`src/design/sbp_pkg.sv`:
```
package sbp_pkg;
	// array geometry: 256KB blocks, 4KB sectors
	localparam int ADDR_W = 25;
	localparam int BLK_LSB = 18;
	localparam int BLK_W = 7;
	localparam int NUM_BLK = 128;
	localparam int SECT_PER_BLK = 64;
	localparam int SECT_LSB = 12;
	// register byte offsets
	localparam logic [7:0] REG_CMD = 8'h00;
	localparam logic [7:0] REG_ADDR = 8'h04;
	localparam logic [7:0] REG_STATUS = 8'h08;
	localparam logic [7:0] REG_BLOCK = 8'h0C;
	// command field and opcodes
	localparam int CMD_OP_LSB = 0;
	localparam int CMD_OP_W = 4;
	localparam int CMD_VAL_BIT = 8;
	localparam logic [3:0] OP_PERS_PROG = 4'h1;
	localparam logic [3:0] OP_PERS_ERASE = 4'h2;
	localparam logic [3:0] OP_VOL_WRITE = 4'h3;
	localparam logic [3:0] OP_PERS_READ = 4'h4;
	localparam logic [3:0] OP_LOCK_CLEAR = 4'h5;
	localparam logic [3:0] OP_ARRAY_PROG = 4'h6;
	localparam logic [3:0] OP_ARRAY_ERASE = 4'h7;
	localparam logic [3:0] OP_ARRAY_READ = 4'h8;
	// status bit positions
	localparam int ST_BUSY = 0;
	localparam int ST_LOCK = 1;
	localparam int ST_PROT_ERR = 2;
	localparam int ST_LOCK_ERR = 3;
	localparam int ST_BUSY_ERR = 4;
	localparam int ST_VERIFY_ERR = 5;
	localparam int ST_PERS_RD = 6;
	// block register bit positions
	localparam int BK_PERS = 0;
	localparam int BK_VOL = 1;
	localparam int BK_PROT = 2;
	// reset values, erased persistent value
	localparam logic RST_LOCK = 1'b1;
	localparam logic [NUM_BLK-1:0] RST_VOL = '1;
	localparam logic [NUM_BLK-1:0] ERASED_PERS = '1;
	localparam logic RST_PERS_RD = 1'b1;
	// timing
	localparam int CLK_PERIOD_NS = 25;
	localparam int PROG_TIME_NS = 200000;
	localparam int ERASE_TIME_NS = 45000000;
	localparam int PROG_CYCLES = PROG_TIME_NS / CLK_PERIOD_NS;
	localparam int ERASE_CYCLES = ERASE_TIME_NS / CLK_PERIOD_NS;
	localparam int CNT_W = 21;
	localparam logic [1:0] RESP_OKAY = 2'h0;
	localparam logic [1:0] RESP_SLVERR = 2'h2;
	typedef enum logic [2:0] {
		SBP_IDLE = 3'h0,
		SBP_PROG = 3'h4,
		SBP_PRE = 3'h1,
		SBP_ERASE = 3'h3,
		SBP_VERIFY = 3'h2
	} sbp_state_type;
endpackage : sbp_pkg

```
`src/design/sbp_sector_block_protect.sv`:
```
// Decided for this implementation: the address map and the AXI4-Lite slave port.
`timescale 1ns/1ps
module sbp_sector_block_protect #(
	parameter int PROG_CYCLES = sbp_pkg::PROG_CYCLES,
	parameter int ERASE_CYCLES = sbp_pkg::ERASE_CYCLES
) (
	input wire logic clk,
	input wire logic sys_rst,
	input wire logic [7:0] s_axi_awaddr,
	input wire logic s_axi_awvalid,
	output logic s_axi_awready,
	input wire logic [31:0] s_axi_wdata,
	input wire logic [3:0] s_axi_wstrb,
	input wire logic s_axi_wvalid,
	output logic s_axi_wready,
	output logic [1:0] s_axi_bresp,
	output logic s_axi_bvalid,
	input wire logic s_axi_bready,
	input wire logic [7:0] s_axi_araddr,
	input wire logic s_axi_arvalid,
	output logic s_axi_arready,
	output logic [31:0] s_axi_rdata,
	output logic [1:0] s_axi_rresp,
	output logic s_axi_rvalid,
	input wire logic s_axi_rready,
	output logic busy,
	output logic array_write_grant,
	output logic array_read_grant
);
	localparam int NB = sbp_pkg::NUM_BLK;
	localparam int CW = sbp_pkg::CNT_W;

	// protected unless both bits are 1
	function automatic logic is_protected(input logic pers, input logic vol);
		return !(pers && vol);
	endfunction : is_protected

	function automatic logic is_mapped(input logic [7:0] a);
		return a == sbp_pkg::REG_CMD || a == sbp_pkg::REG_ADDR ||
			a == sbp_pkg::REG_STATUS || a == sbp_pkg::REG_BLOCK;
	endfunction : is_mapped

	// factory state, never touched by reset
	logic [NB-1:0] persistent_protect_bit = sbp_pkg::ERASED_PERS;
	logic [NB-1:0] volatile_protect_bit;
	logic persistent_bit_lock;
	sbp_pkg::sbp_state_type state, next_state;
	logic [CW-1:0] cnt, next_cnt;
	logic [7:0] aw_q;
	logic [31:0] wdata_q, rd_word, clr_bits;
	logic [3:0] wstrb_q, cmd_op;
	logic [sbp_pkg::ADDR_W-1:0] addr_reg;
	logic [sbp_pkg::BLK_W-1:0] blk, tgt_blk;
	logic wr_fire, cmd_go, cmd_val, idle_go, pers_rd;
	logic prot_err, lock_err, busy_err, verify_err;

	// block index of the address register
	assign blk = addr_reg[sbp_pkg::BLK_LSB +: sbp_pkg::BLK_W];
	assign idle_go = cmd_go && state == sbp_pkg::SBP_IDLE;
	assign wr_fire = !s_axi_awready && !s_axi_wready && !s_axi_bvalid;

	// write channels: take address and data in either order
	always_ff @(posedge clk) begin
		if (sys_rst) begin
			s_axi_awready <= 1'b1;
			s_axi_wready <= 1'b1;
			s_axi_bvalid <= 1'b0;
			s_axi_bresp <= sbp_pkg::RESP_OKAY;
			aw_q <= 8'h00;
			wdata_q <= 32'h00000000;
			wstrb_q <= 4'h0;
		end else begin
			if (s_axi_awvalid && s_axi_awready) begin
				s_axi_awready <= 1'b0;
				aw_q <= s_axi_awaddr;
			end
			if (s_axi_wvalid && s_axi_wready) begin
				s_axi_wready <= 1'b0;
				wdata_q <= s_axi_wdata;
				wstrb_q <= s_axi_wstrb;
			end
			if (wr_fire) begin
				s_axi_bvalid <= 1'b1;
				s_axi_bresp <= is_mapped(aw_q) ? sbp_pkg::RESP_OKAY :
					sbp_pkg::RESP_SLVERR;
			end
			if (s_axi_bvalid && s_axi_bready) begin
				s_axi_bvalid <= 1'b0;
				s_axi_awready <= 1'b1;
				s_axi_wready <= 1'b1;
			end
		end
	end

	// register writes: address, command strobe
	always_ff @(posedge clk) begin
		if (sys_rst) begin
			addr_reg <= '0;
			cmd_go <= 1'b0;
			cmd_op <= 4'h0;
			cmd_val <= 1'b0;
		end else begin
			cmd_go <= wr_fire && aw_q == sbp_pkg::REG_CMD && wstrb_q[0];
			if (wr_fire && aw_q == sbp_pkg::REG_CMD && wstrb_q[0]) begin
				cmd_op <= wdata_q[sbp_pkg::CMD_OP_LSB +: sbp_pkg::CMD_OP_W];
				cmd_val <= wdata_q[sbp_pkg::CMD_VAL_BIT];
			end
			if (wr_fire && aw_q == sbp_pkg::REG_ADDR) begin
				for (int i = 0; i < sbp_pkg::ADDR_W; i++) begin
					if (wstrb_q[i / 8]) addr_reg[i] <= wdata_q[i];
				end
			end
		end
	end

	// status readback and block readback
	always_comb begin
		rd_word = 32'h00000000;
		unique case (s_axi_araddr)
			sbp_pkg::REG_ADDR: rd_word[sbp_pkg::ADDR_W-1:0] = addr_reg;
			sbp_pkg::REG_STATUS: begin
				rd_word[sbp_pkg::ST_BUSY] = busy;
				rd_word[sbp_pkg::ST_LOCK] = persistent_bit_lock;
				rd_word[sbp_pkg::ST_PROT_ERR] = prot_err;
				rd_word[sbp_pkg::ST_LOCK_ERR] = lock_err;
				rd_word[sbp_pkg::ST_BUSY_ERR] = busy_err;
				rd_word[sbp_pkg::ST_VERIFY_ERR] = verify_err;
				rd_word[sbp_pkg::ST_PERS_RD] = pers_rd;
			end
			sbp_pkg::REG_BLOCK: begin
				rd_word[sbp_pkg::BK_PERS] = persistent_protect_bit[blk];
				rd_word[sbp_pkg::BK_VOL] = volatile_protect_bit[blk];
				rd_word[sbp_pkg::BK_PROT] = is_protected(
					persistent_protect_bit[blk], volatile_protect_bit[blk]);
			end
			default: rd_word = 32'h00000000;
		endcase
	end

	// read channel
	always_ff @(posedge clk) begin
		if (sys_rst) begin
			s_axi_arready <= 1'b1;
			s_axi_rvalid <= 1'b0;
			s_axi_rdata <= 32'h00000000;
			s_axi_rresp <= sbp_pkg::RESP_OKAY;
		end else if (s_axi_arvalid && s_axi_arready) begin
			s_axi_arready <= 1'b0;
			s_axi_rvalid <= 1'b1;
			s_axi_rdata <= rd_word;
			s_axi_rresp <= is_mapped(s_axi_araddr) ? sbp_pkg::RESP_OKAY :
				sbp_pkg::RESP_SLVERR;
		end else if (s_axi_rvalid && s_axi_rready) begin
			s_axi_rvalid <= 1'b0;
			s_axi_arready <= 1'b1;
		end
	end

	// persistent bit sequencer
	always_comb begin
		next_state = state;
		next_cnt = cnt;
		unique case (state)
			sbp_pkg::SBP_IDLE: begin
				if (idle_go && persistent_bit_lock) begin
					if (cmd_op == sbp_pkg::OP_PERS_PROG) begin
						next_state = sbp_pkg::SBP_PROG;
						next_cnt = CW'(PROG_CYCLES - 1);
					end else if (cmd_op == sbp_pkg::OP_PERS_ERASE) begin
						next_state = sbp_pkg::SBP_PRE;
						next_cnt = CW'(PROG_CYCLES - 1);
					end
				end
			end
			sbp_pkg::SBP_PROG: begin
				next_cnt = cnt - 1'b1;
				if (cnt == '0) next_state = sbp_pkg::SBP_IDLE;
			end
			sbp_pkg::SBP_PRE: begin
				next_cnt = cnt - 1'b1;
				if (cnt == '0) begin
					next_state = sbp_pkg::SBP_ERASE;
					next_cnt = CW'(ERASE_CYCLES - 1);
				end
			end
			sbp_pkg::SBP_ERASE: begin
				next_cnt = cnt - 1'b1;
				if (cnt == '0) next_state = sbp_pkg::SBP_VERIFY;
			end
			sbp_pkg::SBP_VERIFY: next_state = sbp_pkg::SBP_IDLE;
			default: next_state = sbp_pkg::SBP_IDLE;
		endcase
	end

	always_ff @(posedge clk) begin
		if (sys_rst) begin
			state <= sbp_pkg::SBP_IDLE;
			cnt <= '0;
			busy <= 1'b0;
			tgt_blk <= '0;
		end else begin
			state <= next_state;
			cnt <= next_cnt;
			busy <= next_state != sbp_pkg::SBP_IDLE;
			if (idle_go) tgt_blk <= blk;
		end
	end

	// persistent bits: no reset, survive it
	always_ff @(posedge clk) begin
		if (state == sbp_pkg::SBP_PROG && cnt == '0) begin
			persistent_protect_bit[tgt_blk] <= 1'b0;
		end else if (state == sbp_pkg::SBP_PRE && cnt == '0) begin
			persistent_protect_bit <= '0;
		end else if (state == sbp_pkg::SBP_ERASE && cnt == '0) begin
			persistent_protect_bit <= sbp_pkg::ERASED_PERS;
		end
	end

	// volatile bits, lock, readback bit
	always_ff @(posedge clk) begin
		if (sys_rst) begin
			volatile_protect_bit <= sbp_pkg::RST_VOL;
			persistent_bit_lock <= sbp_pkg::RST_LOCK;
			pers_rd <= sbp_pkg::RST_PERS_RD;
		end else if (idle_go) begin
			if (cmd_op == sbp_pkg::OP_VOL_WRITE) begin
				volatile_protect_bit[blk] <= cmd_val;
			end
			if (cmd_op == sbp_pkg::OP_LOCK_CLEAR) persistent_bit_lock <= 1'b0;
			if (cmd_op == sbp_pkg::OP_PERS_READ) begin
				pers_rd <= persistent_protect_bit[blk];
			end
		end
	end

	// array grants, refused when busy; write grant also refused when protected
	always_ff @(posedge clk) begin
		if (sys_rst) begin
			array_write_grant <= 1'b0;
			array_read_grant <= 1'b0;
		end else begin
			array_write_grant <= idle_go && (cmd_op == sbp_pkg::OP_ARRAY_PROG ||
				cmd_op == sbp_pkg::OP_ARRAY_ERASE) &&
				!is_protected(persistent_protect_bit[blk],
				volatile_protect_bit[blk]);
			array_read_grant <= idle_go &&
				cmd_op == sbp_pkg::OP_ARRAY_READ;
		end
	end

	// sticky errors, write 1 to clear, set wins
	assign clr_bits = (wr_fire && aw_q == sbp_pkg::REG_STATUS &&
		wstrb_q[0]) ? wdata_q : 32'h00000000;
	always_ff @(posedge clk) begin
		if (sys_rst) begin
			prot_err <= 1'b0;
			lock_err <= 1'b0;
			busy_err <= 1'b0;
			verify_err <= 1'b0;
		end else begin
			prot_err <= (prot_err && !clr_bits[sbp_pkg::ST_PROT_ERR]) ||
				(idle_go && (cmd_op == sbp_pkg::OP_ARRAY_PROG ||
				cmd_op == sbp_pkg::OP_ARRAY_ERASE) &&
				is_protected(persistent_protect_bit[blk],
				volatile_protect_bit[blk]));
			lock_err <= (lock_err && !clr_bits[sbp_pkg::ST_LOCK_ERR]) ||
				(idle_go && !persistent_bit_lock &&
				(cmd_op == sbp_pkg::OP_PERS_PROG ||
				cmd_op == sbp_pkg::OP_PERS_ERASE));
			busy_err <= (busy_err && !clr_bits[sbp_pkg::ST_BUSY_ERR]) ||
				(cmd_go && state != sbp_pkg::SBP_IDLE);
			verify_err <= (verify_err && !clr_bits[sbp_pkg::ST_VERIFY_ERR]) ||
				(state == sbp_pkg::SBP_VERIFY &&
				persistent_protect_bit != sbp_pkg::ERASED_PERS);
		end
	end
endmodule : sbp_sector_block_protect

```
`config.mk`:
```
export PLATFORM = sky130hd
export DESIGN_NAME = sbp_sector_block_protect
export DESIGN_NICKNAME = d
export VERILOG_FILES = /design/src/design/sbp_pkg.sv /design/src/design/sbp_sector_block_protect.sv
export SDC_FILE = /design/constraint.sdc
export NUM_CORES = 1
export LEC_CHECK = 0
export ABC_CLOCK_PERIOD_IN_PS = 22700
export BUFFER_PORTS_ARGS = -buffer_cell sky130_fd_sc_hd__buf_2
export CAP_MARGIN = 20
export CORE_MARGIN = 2
export CORE_UTILIZATION = 42
export CTS_BUF_LIST = sky130_fd_sc_hd__clkbuf_4 sky130_fd_sc_hd__clkbuf_8 sky130_fd_sc_hd__clkbuf_16
export CTS_CLUSTER_DIAMETER = 40
export DETAILED_ROUTE_END_ITERATION = 6
export PLACE_DENSITY = 0.58
export SETUP_SLACK_MARGIN = 0.4
export SLEW_MARGIN = 20
export SYNTH_ARGS = -nofsm -noshare
export SYNTH_HDL_FRONTEND = slang
export SYNTH_SLANG_ARGS = --single-unit
```
`constraint.sdc`:
```
create_clock -name clk -period 22.7 [get_ports clk]
set_input_delay 1.135 -clock clk [delete_from_list [all_inputs] [get_ports clk]]
set_output_delay 1.135 -clock clk [all_outputs]
set_load 0.05 [all_outputs]
```
==> metrics.md <==
| Metric | Value |
|---|---|
| Area leader, netlist | `dfxtp_1` |
| Initial Util | `42.3%` |
| Die ar. | `47200 um^2` |
| P&R area growth vs syn | `12.6%` |
| Drt initial violations | `1774` |
| Detail Route Antenna Nets | `0` |
| Req. time, crit path | `23.01 ns` |
| Final min period | `4.45 ns` |
| Hpwl dp | `32800 um` |
| Setup_tns | `0 ns` |
| Final hold violations | `0` |
| Total Power | `1.65 mW` |
| Combinational share of power | `2.0%` |
| YS warnings | `0` |
| FFs w/ async S/R, synth | `0%` |
| DRT Pass-1 Iters | `6` |
| Port Buffers | `86` |
| Worst Path Buf+Inv | `2` |
| Hold buffer count at CTS | `0` |
| Die W | `217 um` |
| # Post-CTS Setup Buffers | `0` |
| Clk Tree Root Cell | `clkbuf_16` |
| WP data arrival | `4.75 ns` |
| Initial antenna violation count | `1` |
| Fillers | `4242` |
| ANT cells | `0` |
| CTS H-tree lvls | `2` |
| Unrepaired setup endpoints after global routing | `no` |
| Synth Register Bits | `396` |
| Final Cell Area | `21500 um^2` |
| Final setup violation count | `0` |
| EDFF count, synth | `128` |
| Post-CTS sizing | `0` |
| Via count | `16400` |
| Skew-Pair Late Insertion Delay | `0.61 ns` |
| CTS Sinks | `396` |
| Final worst path period share | `19.6%` |
| Min-Delay Path Class | `reg2reg` |
| PwrDens | `76.7 nW/um^2` |
| Worst Skew | `0.0257 ns` |
| Gr usage total | `23.3%` |
| # DRC | `0` |
| Worst vdd ir | `0.0000597 V` |
| Detailed Route WL | `55800 um` |
| Max-Cap Viols | `0` |
| Setup Crit Path Kind | `reg2reg` |
| Synthesized cell area | `19100 um^2` |
| Layout cells sized above 1 | `15.5%` |
| Dominant synthesized flop cell | `dfxtp_1` |
| Max transition margin | `28.6%` |
| Psw | `0.371 mW` |
| Final WS setup | `18.25 ns` |
| Largest net degree at the start of global routing | `101` |
| Nets | `2067` |
| Critical Path Max Stage Delay | `0.95 ns` |
| CP startpoint kind | `flop` |
| Gate Count Post-Synth | `2033` |
| Final Max Tran Viols | `0` |
| Vias per std cell | `6.20` |
| CTS tree | `built` |
| CP max-delay cell | `o21ai_4` |
| Post-synth top area share | `28.1%` |
| Slew at the pin with the worst max-slew slack | `1.07 ns` |
| Status | `finished, final reports clean` |
| Core area | `45100 um^2` |
| Clock-pin slew on the worst setup and hold paths | `0.06 ns` |
| Vias in the first global route | `15600` |
| Internal power | `1.28 mW` |
| Crit path max-delay family | `simple AND/OR/NAND/NOR gates` |
| Crit-path cells | `inv_1 > ha_1 > nor3b_1 > nand4_1 > or3_4 > o21ai_4 > buf_4 > o31ai_1` |
| Sequential area share after synthesis | `48.2%` |
| Clock power share | `53.4%` |
| Placed instance area | `19600 um^2` |
| LEAKAGE | `7.03 nW` |
| Total gr overflow | `0` |
| Area contributors post-synth | `dfxtp_1, edfxtp_1, mux4_2, o21ai_0, o31ai_1` |
| Worst slack, placed | `18.34 ns` |
| Deepest clock path buffer count | `3` |
| Clock buffer count from CTS | `55` |
| Unique cell type count in the Yosys netlist | `63` |
| Chip height | `217 um` |
| Wire length of the first global-routing pass | `88200 um` |
| Worst Setup End Kind | `flop` |
| Num rows | `78` |
| Avg Cell Area, Syn | `9.39 um^2` |
| Fmax | `225 MHz` |
| CP max FO | `93` |
| Top Registers | `persistent_protect_bit: 128 flops, volatile_protect_bit: 128 flops` |
| IO Count | `103` |
| RD Place Congestion | `0.826` |
| Switch share | `22.5%` |
| DR WL/cell | `21.1 um` |
| Seq pwr share | `44.6%` |
-- cell type report --
class	instances	area [um^2]	share of cell area, %
Timing Repair Buffer	117	673	3.13
Tap cell	600	751	3.49
Sequential cell	396	9220	42.9
Clock buffer	64	1460	6.80
Inverter	9	35.0	0.163
Multi-Input combinational cell	1428	8910	41.5
Clock inverter	38	445	2.07
-- synth_stat cells, drive strengths merged, types with 7 or more instances --
| cell | number |
|---|---|
| o21ai | 273 |
| dfxtp | 268 |
| nand2 | 231 |
| nand3 | 140 |
| clkbuf | 133 |
| o31ai | 132 |
| edfxtp | 128 |
| a21oi | 127 |
| nor2 | 127 |
| nand4 | 103 |
| buf | 75 |
| mux4 | 64 |
| a22oi | 41 |
| nor3 | 26 |
| nor4 | 18 |
| nor2b | 16 |
| nor3b | 11 |
| a311oi | 9 |
| a31oi | 9 |
| inv | 9 |
| or3 | 9 |
| a22o | 7 |
| and3 | 7 |
-- layer usage --
metal  vias to the layer above  share of wire, %  track usage [%]
met5                         -                 0                0
met4                         0               2.5             7.44
met3                       105               8.7             5.02
met2                       747                46             36.4
met1                      8002                43             32.3
li1                       7581                 -                -
-- power groups by stage --
stage	combinational, mW	sequential (mW)	clock (mW)
2_1_floorplan	0.0216	0.752	0
3_3_place_gp	0.0321	0.750	0
3_5_place_dp	0.0323	0.750	0
4_1_cts	0.0324	0.735	0.893
5_1_grt	0.0361	0.736	0.925
6_report	0.0326	0.735	0.881
-- cell usage in the layout (no fill, tap or decap), types with 5 or more instances in the layout --
cell and n:
a21oi_1 127, a22o_1 7, a22oi_1 41, a311oi_1 8
a31oi_1 9, and3_1 7, buf_2 85, buf_4 31
bufinv_16 6, clkbuf_16 55, clkbuf_4 6, clkinv_2 9
clkinv_4 6, clkinvlp_4 7, conb_1 9, dfxtp_1 265
edfxtp_1 128, inv_1 8, mux2i_1 6, mux4_2 64
nand2_1 230, nand2b_1 6, nand3_1 140, nand3b_1 6
nand4_1 103, nor2_1 125, nor2b_1 14, nor3_1 23
nor3b_1 5, nor3b_2 6, nor4_1 17, o21ai_0 267
o21ai_1 5, o31ai_1 124, o31ai_2 8, or3_1 8
-- worst reg2reg max path, delay by kind of cell, from the launching register on --
kind / cells / cell delay (ns)
compound gates: 2 / 1.20
buf+inv: 2 / 1.04
flops: 1 / 0.31
fa+ha+maj: 1 / 0.21
simple gates: 3 / 1.41
-- kinds of logic (layout without fill, tap and decap cells) --
logic type	after synthesis	in the layout	synth area share, %
xor gates and xnor gates	4	4	0.184
and+or+nand+nor	721	721	18.4
AOI/OAI and AO/OA	623	623	19.6
DFF	396	396	48.2
muxes	70	70	7.86
adders and majority gates	1	1	0.0655
other	1	9	0.0196
buffers and inverters	217	228	5.66
-- worst paths after layout --
kind                                      startpoint                              endpoint  slack, ns  depth (start not counted)
worst min register to register  aw_q[4]$_SDFFE_PP0P_                  aw_q[4]$_SDFFE_PP0P_       0.45                          2
worst max register to register   cnt[1]$_SDFFE_PP0P_  persistent_protect_bit[32]$_DFFE_PP_      18.25                          8
worst max-delay path             cnt[1]$_SDFFE_PP0P_  persistent_protect_bit[32]$_DFFE_PP_      18.25                          8
worst min-delay path            aw_q[4]$_SDFFE_PP0P_                  aw_q[4]$_SDFFE_PP0P_       0.45                          2
-- stage by stage --
step	utilization, %	instances	hold slack (ns)
after global placement	43.4	2549	0.441
final	47.7	2652	0.451
after floorplan	-	2041	0.436
after detailed placement	43.4	2549	0.448
after CTS	47.6	2651	0.456
after global routing	47.7	2652	0.473
Power figures use the tool's default switching activity.
